$ cat config.mk
export PLATFORM = sky130hd
export DESIGN_NAME = uhcs_regs
export DESIGN_NICKNAME = d
export VERILOG_FILES = /design/src/inc/uhcs_pkg.sv /design/src/uhcs_regs.sv /design/src/uhcs_rdreg.sv
export VERILOG_INCLUDE_DIRS = /design/src /design/src/inc
export SDC_FILE = /design/constraint.sdc
export NUM_CORES = 1
export LEC_CHECK = 0
export BUFFER_PORTS_ARGS = -buffer_cell sky130_fd_sc_hd__buf_2
export CAP_MARGIN = 25
export CELL_PAD_IN_SITES_DETAIL_PLACEMENT = 1
export CELL_PAD_IN_SITES_GLOBAL_PLACEMENT = 1
export CORE_MARGIN = 2
export CORE_UTILIZATION = 41
export CTS_CLUSTER_SIZE = 10
export DETAILED_ROUTE_END_ITERATION = 8
export GPL_TIMING_DRIVEN = 0
export HOLD_SLACK_MARGIN = 0.12
export PLACE_DENSITY_LB_ADDON = 0.1
export SLEW_MARGIN = 10
export SYNTH_ARGS = -nofsm -noshare
export SYNTH_HDL_FRONTEND = slang
export SYNTH_SLANG_ARGS = --single-unit
$ cat constraint.sdc
create_clock -name clk_sys -period 1.83 [get_ports clk_sys]
set_input_delay 0.2745 -clock clk_sys [delete_from_list [all_inputs] [get_ports clk_sys]]
set_output_delay 0.2745 -clock clk_sys [all_outputs]
set_load 0.005 [all_outputs]
$ cat src/inc/uhcs_params.svh
// Constants for the host command/status and interrupt event flag registers
`ifndef UHCS_PARAMS_SVH
`define UHCS_PARAMS_SVH
`define UHCS_CMD_CMDSTAT_RD   8'h02
`define UHCS_CMD_CMDSTAT_WR   8'h82
`define UHCS_CMD_EVFLAG_RD    8'h03
`define UHCS_CMD_EVFLAG_WR    8'h83
`define UHCS_CMD_EVEN_RD      8'h04
`define UHCS_CMD_EVEN_WR      8'h84
`define UHCS_CMD_EVDIS_RD     8'h05
`define UHCS_CMD_EVDIS_WR     8'h85
`define UHCS_BIT_SWRST        0
`define UHCS_BIT_OVC_LO       16
`define UHCS_BIT_OVC_HI       17
`define UHCS_BIT_SO           0
`define UHCS_BIT_SF           2
`define UHCS_BIT_RD           3
`define UHCS_BIT_UE           4
`define UHCS_BIT_FNO          5
`define UHCS_BIT_ROOT_HUB_CHANGE_FLAG         6
`define UHCS_BIT_MIE          31
`define UHCS_FLAG_MASK        32'h0000007d
`define UHCS_RESET_VALUE      32'h00000000
`define UHCS_SWRST_TIME_NS    10000
`define UHCS_CLK_PERIOD_NS    25
`define UHCS_SWRST_CYCLES     (`UHCS_SWRST_TIME_NS / `UHCS_CLK_PERIOD_NS)
`define UHCS_SWRST_USED       16
`endif

$ cat src/inc/uhcs_pkg.sv
// Types for the host command/status block
package uhcs_pkg;
	typedef enum logic [1:0] {
		UHCS_IDLE  = 2'b00,
		UHCS_RESET = 2'b01,
		UHCS_DONE  = 2'b10
	} uhcs_rst_state_t;
endpackage

$ cat src/uhcs_regs.sv
// Command/status and interrupt event flag register bank
// Functional notes
// - Two-bit overrun counter at bits 17:16
// - Counter resets to zero and wraps
// - Counter counts even when flag set
// - Reset request starts software reset, suspended state
// - Hardware clears request; done within 10 us
// - Software reset spares root hub, ports
// - Events set flags; only write-one or software reset clears
// - Write one clears flag; zero ignored
// - Interrupt needs flag, enable and master gate
// - Root hub change flag at bit 6
// - Frame number wrap flag at bit 5
// - Unrecoverable error flag at bit 4, no halt logic
// - Unrecoverable error flag kept cleared here
// - Resume flag only on downstream resume
// - Frame start flag at bit 2
// - Overrun sets bit 0 and counts
// - Event flags read 03h, written 83h
// - Command register writes are write-to-set
// - Command register read 02h, written 82h
// - Overrun when periodic list misses frame end
`timescale 1ns/100ps
`include "uhcs_params.svh"
module uhcs_regs
	import uhcs_pkg::*;
(
	input  wire logic        clk_sys,
	input  wire logic        rst_n,
	input  wire logic        cmd_valid,
	input  wire logic [7:0]  cmd_code,
	input  wire logic [31:0] wr_data,
	output logic      [31:0] rd_data,
	input  wire logic        root_hub_change,
	input  wire logic        frame_msb,
	input  wire logic        resume_signal,
	input  wire logic        frame_start,
	input  wire logic        periodic_busy_at_eof,
	input  wire logic        frame_end,
	input  wire logic        sw_resume_entry,
	output logic             sof_token,
	output logic             enter_suspended_state,
	output logic             op_regs_reset,
	output logic             sw_reset_busy,
	output logic             irq_request
);
	localparam int SWRST_CYC = `UHCS_SWRST_USED < `UHCS_SWRST_CYCLES ? `UHCS_SWRST_USED : `UHCS_SWRST_CYCLES;

	typedef struct packed {
		uhcs_rst_state_t st;
		logic [8:0]      cnt;
		logic            swrst;
		logic [1:0]      ovc;
		logic [31:0]     flags;
		logic [31:0]     enables;
		logic            msb_prev;
		logic            res_prev;
		logic            sof;
	} uhcs_state_t;

	uhcs_state_t s_q;
	uhcs_state_t s_d;
	logic        rd_load;
	logic [31:0] rd_value;
	logic [31:0] ev;

	// Decode a command byte against a code
	function automatic logic is_cmd(input logic [7:0] code, input logic [7:0] want);
		is_cmd = code == want;
	endfunction

	// Event vector, write-one-to-clear flags, overrun counter, reset sequence
	always_comb begin
		s_d = s_q;
		ev = 32'h0;
		ev[`UHCS_BIT_ROOT_HUB_CHANGE_FLAG] = root_hub_change;
		ev[`UHCS_BIT_FNO] = frame_msb != s_q.msb_prev;
		ev[`UHCS_BIT_UE] = 1'b0;
		ev[`UHCS_BIT_RD] = resume_signal && !s_q.res_prev && !sw_resume_entry;
		ev[`UHCS_BIT_SF] = frame_start;
		ev[`UHCS_BIT_SO] = frame_end && periodic_busy_at_eof;
		s_d.msb_prev = frame_msb;
		s_d.res_prev = resume_signal;
		s_d.sof = frame_start;
		if (cmd_valid && is_cmd(cmd_code, `UHCS_CMD_EVFLAG_WR)) begin
			s_d.flags = s_q.flags & ~(wr_data & `UHCS_FLAG_MASK);
		end
		if (cmd_valid && is_cmd(cmd_code, `UHCS_CMD_EVEN_WR)) begin
			s_d.enables = s_q.enables | (wr_data & (`UHCS_FLAG_MASK | 32'h80000000));
		end
		if (cmd_valid && is_cmd(cmd_code, `UHCS_CMD_EVDIS_WR)) begin
			s_d.enables = s_q.enables & ~wr_data;
		end
		s_d.flags = (s_d.flags | ev) & `UHCS_FLAG_MASK;
		if (ev[`UHCS_BIT_SO]) begin
			s_d.ovc = s_q.ovc + 2'b01;
		end
		if (cmd_valid && is_cmd(cmd_code, `UHCS_CMD_CMDSTAT_WR) && wr_data[`UHCS_BIT_SWRST]) begin
			s_d.swrst = 1'b1;
		end
		unique case (s_q.st)
			UHCS_IDLE: begin
				if (s_d.swrst) begin
					s_d.st = UHCS_RESET;
					s_d.cnt = 9'd0;
				end
			end
			UHCS_RESET: begin
				s_d.flags = 32'h0;
				s_d.enables = 32'h0;
				s_d.ovc = 2'b00;
				s_d.cnt = s_q.cnt + 9'd1;
				if (s_q.cnt == 9'(SWRST_CYC - 1)) begin
					s_d.st = UHCS_DONE;
				end
			end
			UHCS_DONE: begin
				s_d.swrst = 1'b0;
				s_d.st = UHCS_IDLE;
			end
			default: begin
				s_d.st = UHCS_IDLE;
			end
		endcase
	end

	// State register
	always_ff @(posedge clk_sys or negedge rst_n) begin
		if (!rst_n) begin
			s_q <= '0;
		end else begin
			s_q <= s_d;
		end
	end

	// Read selection by command code
	always_comb begin
		rd_load = cmd_valid;
		rd_value = 32'h0;
		if (is_cmd(cmd_code, `UHCS_CMD_CMDSTAT_RD)) begin
			rd_value = {14'h0, s_q.ovc, 15'h0, s_q.swrst};
		end else if (is_cmd(cmd_code, `UHCS_CMD_EVFLAG_RD)) begin
			rd_value = s_q.flags;
		end else if (is_cmd(cmd_code, `UHCS_CMD_EVEN_RD) || is_cmd(cmd_code, `UHCS_CMD_EVDIS_RD)) begin
			rd_value = s_q.enables;
		end
	end

	uhcs_rdreg u_rd (
		.clk_sys (clk_sys),
		.rst_n   (rst_n),
		.load    (rd_load),
		.value   (rd_value),
		.rd_data (rd_data)
	);

	// Outputs
	assign irq_request = s_q.enables[`UHCS_BIT_MIE] && |(s_q.flags & s_q.enables & `UHCS_FLAG_MASK);
	assign sof_token = s_q.sof;
	assign sw_reset_busy = s_q.st != UHCS_IDLE;
	assign enter_suspended_state = s_q.st == UHCS_RESET;
	assign op_regs_reset = s_q.st == UHCS_RESET;
endmodule

$ cat src/uhcs_rdreg.sv
// Registered read data mux for the register bank
`timescale 1ns/100ps
module uhcs_rdreg (
	input  wire logic        clk_sys,
	input  wire logic        rst_n,
	input  wire logic        load,
	input  wire logic [31:0] value,
	output logic      [31:0] rd_data
);
	// Capture read data on every valid command, read or write
	always_ff @(posedge clk_sys or negedge rst_n) begin
		if (!rst_n) begin
			rd_data <= 32'h0;
		end else if (load) begin
			rd_data <= value;
		end
	end
endmodule

Yosys cells after proc, flatten, opt, wreduce, memory -nomap -nowiden

Cells that the tools add are included.

Add/subtract/negate cells: 2
Equal/unequal tests: 14
Mux-type cells: 14
Bitwise logic cells: 7
Reductions and logical operators: 20

Operators with widths:

| cell                                                             | number |
|---|---|
| 32-bit two-way mux                                               | 5 |
| 66-bit two-way mux                                               | 1 |
| 32-bit bitwise AND                                               | 1 |
| 8-bit == test (second input constant)                            | 4 |
| 32-bit inverter                                                  | 1 |
| 32-bit OR                                                        | 1 |
| 9-bit case mux with 2 select lines                               | 1 |
| 8-bit by 2-bit == test with 1-bit output (second input constant) | 2 |
| 8-bit by 3-bit == test with 1-bit output (second input constant) | 2 |
| 7-bit bitwise AND                                                | 2 |
| 11-bit two-way mux                                               | 1 |
| 9-bit by 1-bit adder with 9-bit output (second input constant)   | 1 |
| 9-bit by 4-bit == test with 1-bit output (second input constant) | 1 |
| 1-bit logical AND                                                | 9 |
| 7-bit two-way mux                                                | 1 |
| 7-bit inverter                                                   | 1 |
| 7-bit OR                                                         | 1 |
| 2-bit nonzero test                                               | 3 |
| 6-bit OR reduction                                               | 1 |
| 2-bit two-way mux                                                | 2 |
| 2-bit by 1-bit != test with 1-bit output (second input constant) | 2 |
| 2-bit case mux with 2 select lines                               | 1 |
| 2-bit AND reduction                                              | 2 |
| 3-bit nonzero test                                               | 1 |
| 8 further kinds                                                  | 10 |

Register bits: 113
Bits of input ports: 50

Logic depth before layout (Yosys ltp)

Gate-level depths: netlist of run 1.

Depth after elaboration: 6
Mapped depth: 6
Depth with buffers taken out: 5

Hierarchy

Synthesis of run 1 repeated with hierarchy kept, for this count alone.

Cell total of the unflattened synthesis: 330
Area, all modules: 3,975.1 sq um

By module, submodules not included:

| module     | times used | cells an instance | area each (sq um) | seq. area each (sq um) |
|---|---|---|---|---|
| uhcs_regs  | 1          | 262               | 2,630.0           | 1,376.3 |
| uhcs_rdreg | 1          | 68                | 1,345.0           | 800.8 |

Least setup slack after synthesis of run 1

No wires, ideal clock.

Path kind: input -> register
Start point: in cmd_code[6]
End point: reg s_q[3] (netlist name)
Data arrival time: 1.460 ns
Path slack: 0.251 ns
Stages on the path: 4
Path through: or4b_4 nor4_4 a21boi_0 o21a_1

Cells in the longest elaborated chain, start to end: 4
Elaborated cells between the ends (all ways): 7
Those cells by class: eq/ne: 2; mux: 2; reduce/logical: 3

Ends and longest elaborated chain:

| item                   | RTL line         | text |
|---|---|---|
| start: declaration     | uhcs_regs.sv:31  | `input wire logic [7:0] cmd_code,` |
| 8-bit == test          | uhcs_regs.sv:69  | `is_cmd = code == want;` |
| 1-bit logical AND      | uhcs_regs.sv:91  | `` if (cmd_valid && is_cmd(cmd_code, `UHCS_CMD_EVDIS_WR)) begin `` |
| 32-bit two-way mux     | uhcs_regs.sv:91  |  |
| 66-bit two-way mux     | uhcs_regs.sv:101 | `unique case (s_q.st)` |
| end signal: assignment | uhcs_regs.sv:130 | `s_q <= '0;` |
| end signal: assignment | uhcs_regs.sv:132 | `s_q <= s_d;` |
| end: declaration       | uhcs_regs.sv:61  | `uhcs_state_t s_q;` |

Parallel ways exist; a longest one is shown, timed or not.
A chain may end at the register's enable or synchronous reset.

Worst setup path in the final report of run 1

Start point: reg s_q[80] (netlist name)
End point: out op_regs_reset

Cells in the longest elaborated chain, start to end: 1

Ends and longest elaborated chain:

| item                                     | RTL line         | text |
|---|---|---|
| 2-bit by 1-bit == test with 1-bit output | uhcs_regs.sv:162 | `assign op_regs_reset = s_q.st == UHCS_RESET;` |
| end: declaration                         | uhcs_regs.sv:43  | `output logic op_regs_reset,` |

Every way passes these cells.

==> results of run 1 <==
==> what timing repair did <==
action,4_1_cts,5_1_grt
resized for setup,2,8
hold buffers,32,0
endpoints found under the hold margin,62,0
setup endpoints to repair,31,23
==> kinds of logic (layout without fill, tap and decap cells) <==
group           Yosys count  after routing  synth area share [%]
fa+ha+maj                 1              1                0.3364
simple gates            104            104                 15.24
buf+inv                  55            190                 6.124
mux                       4              4                 1.110
flops                    87             87                 58.55
xor+xnor                  3              3                0.7067
compound gates          109            109                 17.93
==> power by group <==
group	total, mW	leakage (nW)	switching [mW]	internal (mW)
clock	1.24	0.0902	0.734	0.508
combinational	0.844	1.05	0.488	0.356
sequential	2.21	1.19	0.152	2.06
total	4.29	2.33	1.37	2.92
==> area by class of cell <==
type / count / area, um^2
Tap cell: 108 / 135.1
Clock inverter: 7 / 56.30
Fill cell: 1020 / 3935
Sequential cell: 87 / 2177
Clock buffer: 9 / 123.9
Buffer: 16 / 86.33
Timing Repair Buffer: 119 / 780.7
Inverter: 39 / 148.9
Multi-Input combinational cell: 221 / 1320
==> synthesized netlist by cell type (7+ instances only) <==
| cell | number |
|---|---|
| sky130_fd_sc_hd__and4_1 | 8 |
| sky130_fd_sc_hd__a22oi_1 | 7 |
| sky130_fd_sc_hd__o21ai_0 | 30 |
| sky130_fd_sc_hd__a21boi_0 | 7 |
| sky130_fd_sc_hd__dfrtp_1 | 87 |
| sky130_fd_sc_hd__clkbuf_1 | 8 |
| sky130_fd_sc_hd__nand2_1 | 55 |
| sky130_fd_sc_hd__inv_1 | 38 |
| sky130_fd_sc_hd__o21a_1 | 7 |
| sky130_fd_sc_hd__nor2_1 | 10 |
| sky130_fd_sc_hd__a21oi_1 | 33 |
==> through the flow <==
step                setup TNS [ps]  setup slack (ps)  power, mW
global route                     0             24.30      4.512
CTS                              0             28.28      4.330
finish                           0             136.8      4.295
detailed placement           -6265            -251.2      3.024
global placement            -33150            -338.0      2.992
floorplan                        0             250.9      2.674
==> per-layer routing <==
metal | wire length (um) | part of all wire, % | track usage, %
met1 | 4573 | 45 | 28.40
met2 | 5007 | 50 | 35.81
met3 | 405 | 4.0 | 3.022
met4 | 91 | 0.90 | 6.639
met5 | 0 | 0 | 0
==> registers in the layout, summed over array words and instances (netlist names) <==
name and cells:
s_q 54, u_rd.rd_data 32, sof_token 1
==> placed cells by master (no fill, tap or decap), types with 2 or more instances in the layout <==
master,synthesis,routed
sky130_fd_sc_hd__nor4_4,2,2
sky130_fd_sc_hd__a311oi_1,2,2
sky130_fd_sc_hd__dlygate4sd3_1,0,32
sky130_fd_sc_hd__clkbuf_2,0,4
sky130_fd_sc_hd__nand2_1,55,55
sky130_fd_sc_hd__a21boi_0,7,7
sky130_fd_sc_hd__inv_1,38,38
sky130_fd_sc_hd__mux2i_1,3,3
sky130_fd_sc_hd__a31oi_1,3,3
sky130_fd_sc_hd__a22oi_1,7,7
sky130_fd_sc_hd__dfrtp_1,87,87
sky130_fd_sc_hd__nor3_1,5,5
sky130_fd_sc_hd__a21oi_1,33,33
sky130_fd_sc_hd__a32oi_1,3,3
sky130_fd_sc_hd__a21o_1,2,2
sky130_fd_sc_hd__clkbuf_1,8,4
sky130_fd_sc_hd__nor2b_1,4,4
sky130_fd_sc_hd__and3_1,3,3
sky130_fd_sc_hd__buf_4,2,3
sky130_fd_sc_hd__o21a_1,7,7
sky130_fd_sc_hd__inv_6,0,2
sky130_fd_sc_hd__o2bb2ai_1,5,5
sky130_fd_sc_hd__xor2_1,3,3
sky130_fd_sc_hd__o21ai_1,3,3
sky130_fd_sc_hd__nand2b_1,2,2
sky130_fd_sc_hd__nand4_1,2,2
sky130_fd_sc_hd__and4_1,8,8
sky130_fd_sc_hd__nor2_1,10,10
sky130_fd_sc_hd__nand3_1,5,5
sky130_fd_sc_hd__o21ai_0,30,30
sky130_fd_sc_hd__clkinv_4,0,3
sky130_fd_sc_hd__clkbuf_8,0,9
sky130_fd_sc_hd__buf_2,5,90
==> critical path, stage by stage (launching register included) <==
cell                       delay, ps
sky130_fd_sc_hd__dfrtp_1         360
sky130_fd_sc_hd__buf_2           170
sky130_fd_sc_hd__nand2b_1        200
sky130_fd_sc_hd__inv_4           120
sky130_fd_sc_hd__buf_4           110
sky130_fd_sc_hd__buf_2            90
==> final timing paths <==
kind / start / endpoint / cells after the start
max in group asynchronous: rst_n / s_q[19] / 3
hold reg to reg: s_q[27] / u_rd.rd_data[24] / 2
hold / removal: wr_data[3] / s_q[38] / 2
setup reg to reg: s_q[80] / s_q[21] / 6
min in group asynchronous: rst_n / u_rd.rd_data[6] / 2
setup / recovery: s_q[80] / op_regs_reset / 5
==> key figures, run 1 <==
Status
  • Run status: finished, final reports clean

STA
  • Setup repair after global routing missed its margin: no
  • Final hold slack: 145.4 ps
  • Number of setup violations in the final report: 0
  • Number of hold-slack violations in the final timing report: 0
  • Upper clock frequency limit: 590.6 MHz
  • Count of pins over their slew limit: 0
  • Final period utilization: 92.53%
  • Worst slew slack as a fraction of its limit: 49.89%
  • Post-Route Skew: 12.89 ps
  • Minimum clock period after layout: 1693 ps
  • Slew at the pin with the worst max-slew slack: 745.9 ps

Synthesis
  • Main area contributors after synthesis: sky130_fd_sc_hd__dfrtp_1 59%, sky130_fd_sc_hd__nand2_1 5.6%, sky130_fd_sc_hd__a21oi_1 4.4%
  • Count of different cell masters after synthesis: 47
  • Post-Syn Area: 0.003719 mm^2
  • Leading register cell type out of synthesis: sky130_fd_sc_hd__dfrtp_1
  • Post-synthesis cell count: 363
  • Post-synthesis sequential area ratio: 58.55%
  • Dominant cell type by area after synthesis: sky130_fd_sc_hd__dfrtp_1
  • Total nets after synthesis: 414
  • Share of the synthesized area in the top cell type: 58.55%
  • Number of synthesized flops with an enable pin: 0
  • Yosys reg bits: 87
  • Warnings, synthesis: 0
  • Fraction of registers with async set or reset after synthesis: 100.0%
  • Average instance area after synthesis: 10.24 um^2

Clocking
  • Clk Latency, worst-skew pair: 360 ps
  • Post-CTS Setup Bufs: 0
  • TritonCTS clock tree: done
  • # clock sinks: 87
  • CTS root buffer: sky130_fd_sc_hd__clkbuf_8
  • Clock transition time at the flip-flop clock pins of the worst setup and hold paths: 90 ps
  • Number of clock buffers inserted by TritonCTS: 9
  • Number of H-tree levels: 3
  • CTS Buffer Depth: 2

Route
  • Final Routed Wirelength: 10080 um
  • Drt pass-1 iters: 4
  • DR iter-0 viols: 86
  • Avg WL per Cell: 16.63 um
  • Post-DR vias/cell: 5.205
  • DRT antenna net count: 0
  • Total via count after detailed routing: 3154
  • Count of unresolved DRC violations after routing: 0

Job
  • Max cap viols: 0

Die
  • Area of the placeable core: 0.008763 mm^2
  • Die width: 99.24 um
  • Initial cell density of the core: 42.43%
  • Number of primary I/O pins: 87
  • Area of the die: 0.009848 mm^2
  • Standard-cell row count: 34
  • Chip Height: 99.24 um

Finish
  • Number of antenna cells inserted: 0
  • Layout overhead on the synthesized area: 29.85%
  • Number of non-filler instances in the completed layout: 606
  • Share of the core filled with cells: 55.10%
  • Total non-filler cell area in the finished layout: 0.004828 mm^2
  • Share of final-layout standard cells stronger than drive strength 1: 24.90%
  • Post-layout net count: 544

Place
  • Dpl cell area: 0.004314 mm^2
  • # port buffers: 86
  • Placer congestion estimate: 0.7680
  • HPWL Detailed: 6830 um
  • Placed Instances: 558

Setup path
  • Endpoint arrival time on the critical path: 1420 ps
  • CP required: 1560 ps
  • Worst setup EP type: output pin
  • Critical path start-end classification: reg2out
  • Setup slack of the worst register-to-register path: 190 ps
  • CP startpoint kind: register
  • CP Max Fanout: 10

GRT
  • Global route total overflow: 0
  • Maximum number of pins on one net before global-route repair: 57
  • Global-route wire length before repair: 16340 um
  • Gr usage total: 21.19%
  • Number of global-route vias before repair: 3234
  • Number of antenna violations at the first check in global routing: 0

Pwr
  • Worst IR drop on VDD: 0.5325 mV
  • Leakage power figure: 2.332 nW
  • Power Dens Cells: 889.4 mW/mm^2

Worst hold path
  • Class of the tightest hold or removal check: in2reg
Power figures use the tool's default switching activity.
==> run 2, diff against run 1 <==
HOLD_SLACK_MARGIN = not set   (was 0.12)
PLACE_DENSITY = 0.9   (was not set)
PLACE_DENSITY_LB_ADDON = not set   (was 0.1)
==> run 2 against run 1 <==
Against the previous run: clock skew rose by 2.2 ps; fmax down 1.4%; critical path type unchanged; highest routed layer unchanged; sequential cell count stayed put; total power is 0.42% lower; register-to-register slack gained 40 ps; final area shrank 6.5%; combinational power is 5.7% lower.
==> key figures, run 2 (synthesis results as in run 1) <==
Finish
  • Number of non-filler instances in the completed layout: 575 (was 606)
  • Commonest non-fill, non-tap cell in the layout: sky130_fd_sc_hd__buf_2 (unchanged)
  • Layout overhead on the synthesized area: 21.47% (was 29.85%)
  • Number of antenna cells inserted: 0 (unchanged)
  • Max reg flops: 54 (unchanged)
  • Top library cells by usage in the layout, fill and taps aside: 90 x sky130_fd_sc_hd__buf_2, 87 x sky130_fd_sc_hd__dfrtp_1, 55 x sky130_fd_sc_hd__nand2_1 (unchanged)
  • Largest register by flop count: s_q (unchanged)
  • Share of final-layout standard cells stronger than drive strength 1: 26.55% (was 24.90%)
  • Post-layout net count: 513 (was 544)

STA
  • Upper clock frequency limit: 582.6 MHz (was 590.6 MHz)
  • Number of hold-slack violations in the final timing report: 0 (unchanged)
  • Minimum clock period after layout: 1717 ps (was 1693 ps)
  • Setup repair after global routing missed its margin: no (unchanged)
  • Post-Route Skew: 15.12 ps (was 12.89 ps)
  • Slew at the pin with the worst max-slew slack: 622.3 ps (was 745.9 ps)
  • Final hold slack: 45.16 ps (was 145.4 ps)
  • Count of pins over their slew limit: 0 (unchanged)
  • Final period utilization: 93.80% (was 92.53%)
  • Worst slew slack as a fraction of its limit: 58.19% (was 49.89%)
  • Number of setup violations in the final report: 0 (unchanged)
  • Worst-case setup margin in the final layout: 113.5 ps (was 136.8 ps)

Route
  • Count of unresolved DRC violations after routing: 0 (unchanged)
  • DRT antenna net count: 0 (unchanged)
  • Total via count after detailed routing: 3036 (was 3154)
  • Post-DR vias/cell: 5.280 (was 5.205)
  • Drt pass-1 iters: 4 (unchanged)
  • Final Routed Wirelength: 9584 um (was 10080 um)
  • Avg WL per Cell: 16.67 um (was 16.63 um)
  • DR iter-0 viols: 144 (was 86)

Setup path
  • Worst setup path endpoint: op_regs_reset (unchanged)
  • Worst setup EP type: output pin (unchanged)
  • Setup slack of the worst register-to-register path: 230 ps (was 190 ps)
  • CP Max Fanout: 10 (unchanged)
  • Critical path start-end classification: reg2out (unchanged)
  • CP startpoint kind: register (unchanged)
  • Startpoint of the worst setup timing path: s_q[80] (unchanged)
  • Source of the worst register-to-register timing path: s_q[80] (unchanged)
  • R2r endpoint: s_q[76] (was s_q[21])
  • Endpoint arrival time on the critical path: 1440 ps (was 1420 ps)
  • Worst r2r path cells: 5 (was 6)
  • CP required: 1560 ps (about the same)

GRT
  • Global route total overflow: 0 (unchanged)
  • Maximum number of pins on one net before global-route repair: 62 (was 57)
  • Number of antenna violations at the first check in global routing: 0 (unchanged)
  • Global-route wire length before repair: 16000 um (was 16340 um)
  • Gr usage total: 20.66% (was 21.19%)
  • Number of global-route vias before repair: 3277 (was 3234)

Pwr
  • Final Power: 4.277 mW (was 4.295 mW)
  • Leakage power figure: 2.198 nW (was 2.332 nW)
  • Worst IR drop on VDD: 0.4162 mV (was 0.5325 mV)
  • Power Dens Cells: 946.8 mW/mm^2 (was 889.4 mW/mm^2)
  • Combinational share of power: 18.6% (was 19.7%)
  • Share of total power in the clock network: 29.6% (was 28.9%)
  • Register share of total power: 51.8% (was 51.4%)
  • Power spent charging and discharging nets: 1.386 mW (was 1.374 mW)
  • Sw Share: 32.42% (was 32.00%)
  • Internal Dissipation: 2.890 mW (was 2.920 mW)

Clocking
  • CTS root buffer: sky130_fd_sc_hd__clkbuf_8 (unchanged)
  • Clk Latency, worst-skew pair: 370 ps (was 360 ps)
  • Post-CTS Setup Bufs: 0 (unchanged)
  • CTS Buffer Depth: 2 (unchanged)
  • Clock transition time at the flip-flop clock pins of the worst setup and hold paths: 90 ps (about the same)
  • TritonCTS clock tree: done (unchanged)
  • Number of H-tree levels: 3 (unchanged)
  • # clock sinks: 87 (unchanged)
  • Number of clock buffers inserted by TritonCTS: 9 (unchanged)

Die
  • Die width: 99.24 um (unchanged)
  • Number of primary I/O pins: 87 (unchanged)
  • Initial cell density of the core: 42.43% (unchanged)
  • Standard-cell row count: 34 (unchanged)
  • Chip Height: 99.24 um (unchanged)
  • Area of the die: 0.009848 mm^2 (unchanged)
  • Area of the placeable core: 0.008763 mm^2 (unchanged)

Place
  • Pre-CTS setup slack: -88.23 ps (was -251.2 ps)
  • HPWL Detailed: 7029 um (was 6830 um)
  • Placer congestion estimate: 0.8132 (was 0.7680)
  • # port buffers: 86 (unchanged)
  • Placed Instances: 558 (unchanged)

Job
  • Max cap viols: 0 (unchanged)

Worst hold path
  • Class of the tightest hold or removal check: in2reg (unchanged)
  • Min-Delay Path Depth: 1 (was 2)

Status
  • Run status: finished, final reports clean (unchanged)
==> run 2: metrics by stage <==
step | setup TNS, ps | utilization, % | area, um^2
6_report | 0 | 51.54 | 4517
5_1_grt | 0 | 51.54 | 4517
4_1_cts | 0 | 51.51 | 4514
3_5_place_dp | -1741 | 49.23 | 4314
3_3_place_gp | -21980 | 48.89 | 4284
2_1_floorplan | 0 | - | 3719
==> run 2: per-layer routing <==
metal	up-vias	part of all wire [%]	GRT usage, %
met5	-	0	0
met2	81	49	35.19
met4	0	1.6	7.587
li1	1444	-	-
met3	13	4.9	3.654
met1	1498	45	26.49
==> run 2: cell type report <==
| cell class | count | area [um^2] |
|---|---|---|
| buffer | 16 | 86.33 |
| clock buffer | 9 | 123.9 |
| clock inverter | 7 | 61.31 |
| fill | 1028 | 4247 |
| inverter | 39 | 148.9 |
| multi-input combinational | 221 | 1314 |
| sequential | 87 | 2177 |
| tap | 108 | 135.1 |
| timing repair buffer | 88 | 470.5 |
==> run 2: power groups by stage <==
stage          registers [mW]  clock network (mW)  logic, mW
2_1_floorplan            2.20                   0      0.472
3_3_place_gp             2.24                   0      0.734
3_5_place_dp             2.25                   0      0.781
4_1_cts                  2.21                1.30      0.799
5_1_grt                  2.24                1.37      0.892
6_report                 2.21                1.27      0.796
==> run 2: worst min-delay path by stage <==
stage	endpoint	start	slack, ps
after global placement	sof_token	frame_start	410
final	s_q[2]	frame_msb	50
after floorplan	s_q[10]	rst_n	-20
after detailed placement	u_rd.rd_data[30]	rst_n	220
after CTS	s_q[2]	frame_msb	30
after global routing	s_q[2]	frame_msb	40
==> run 2: repair_timing <==
action / CTS / global route
endpoints found under the setup margin: 28 / 31
hold endpoints to repair: 26 / 0
resized for setup: 4 / 3
hold buffers: 1 / 0
==> run 2: worst max-delay path: stages (launching register included) <==
cell and delay [ps]:
sky130_fd_sc_hd__dfrtp_1 360, sky130_fd_sc_hd__buf_2 170, sky130_fd_sc_hd__nand2b_1 200, sky130_fd_sc_hd__inv_4 130
sky130_fd_sc_hd__buf_4 110, sky130_fd_sc_hd__buf_2 90
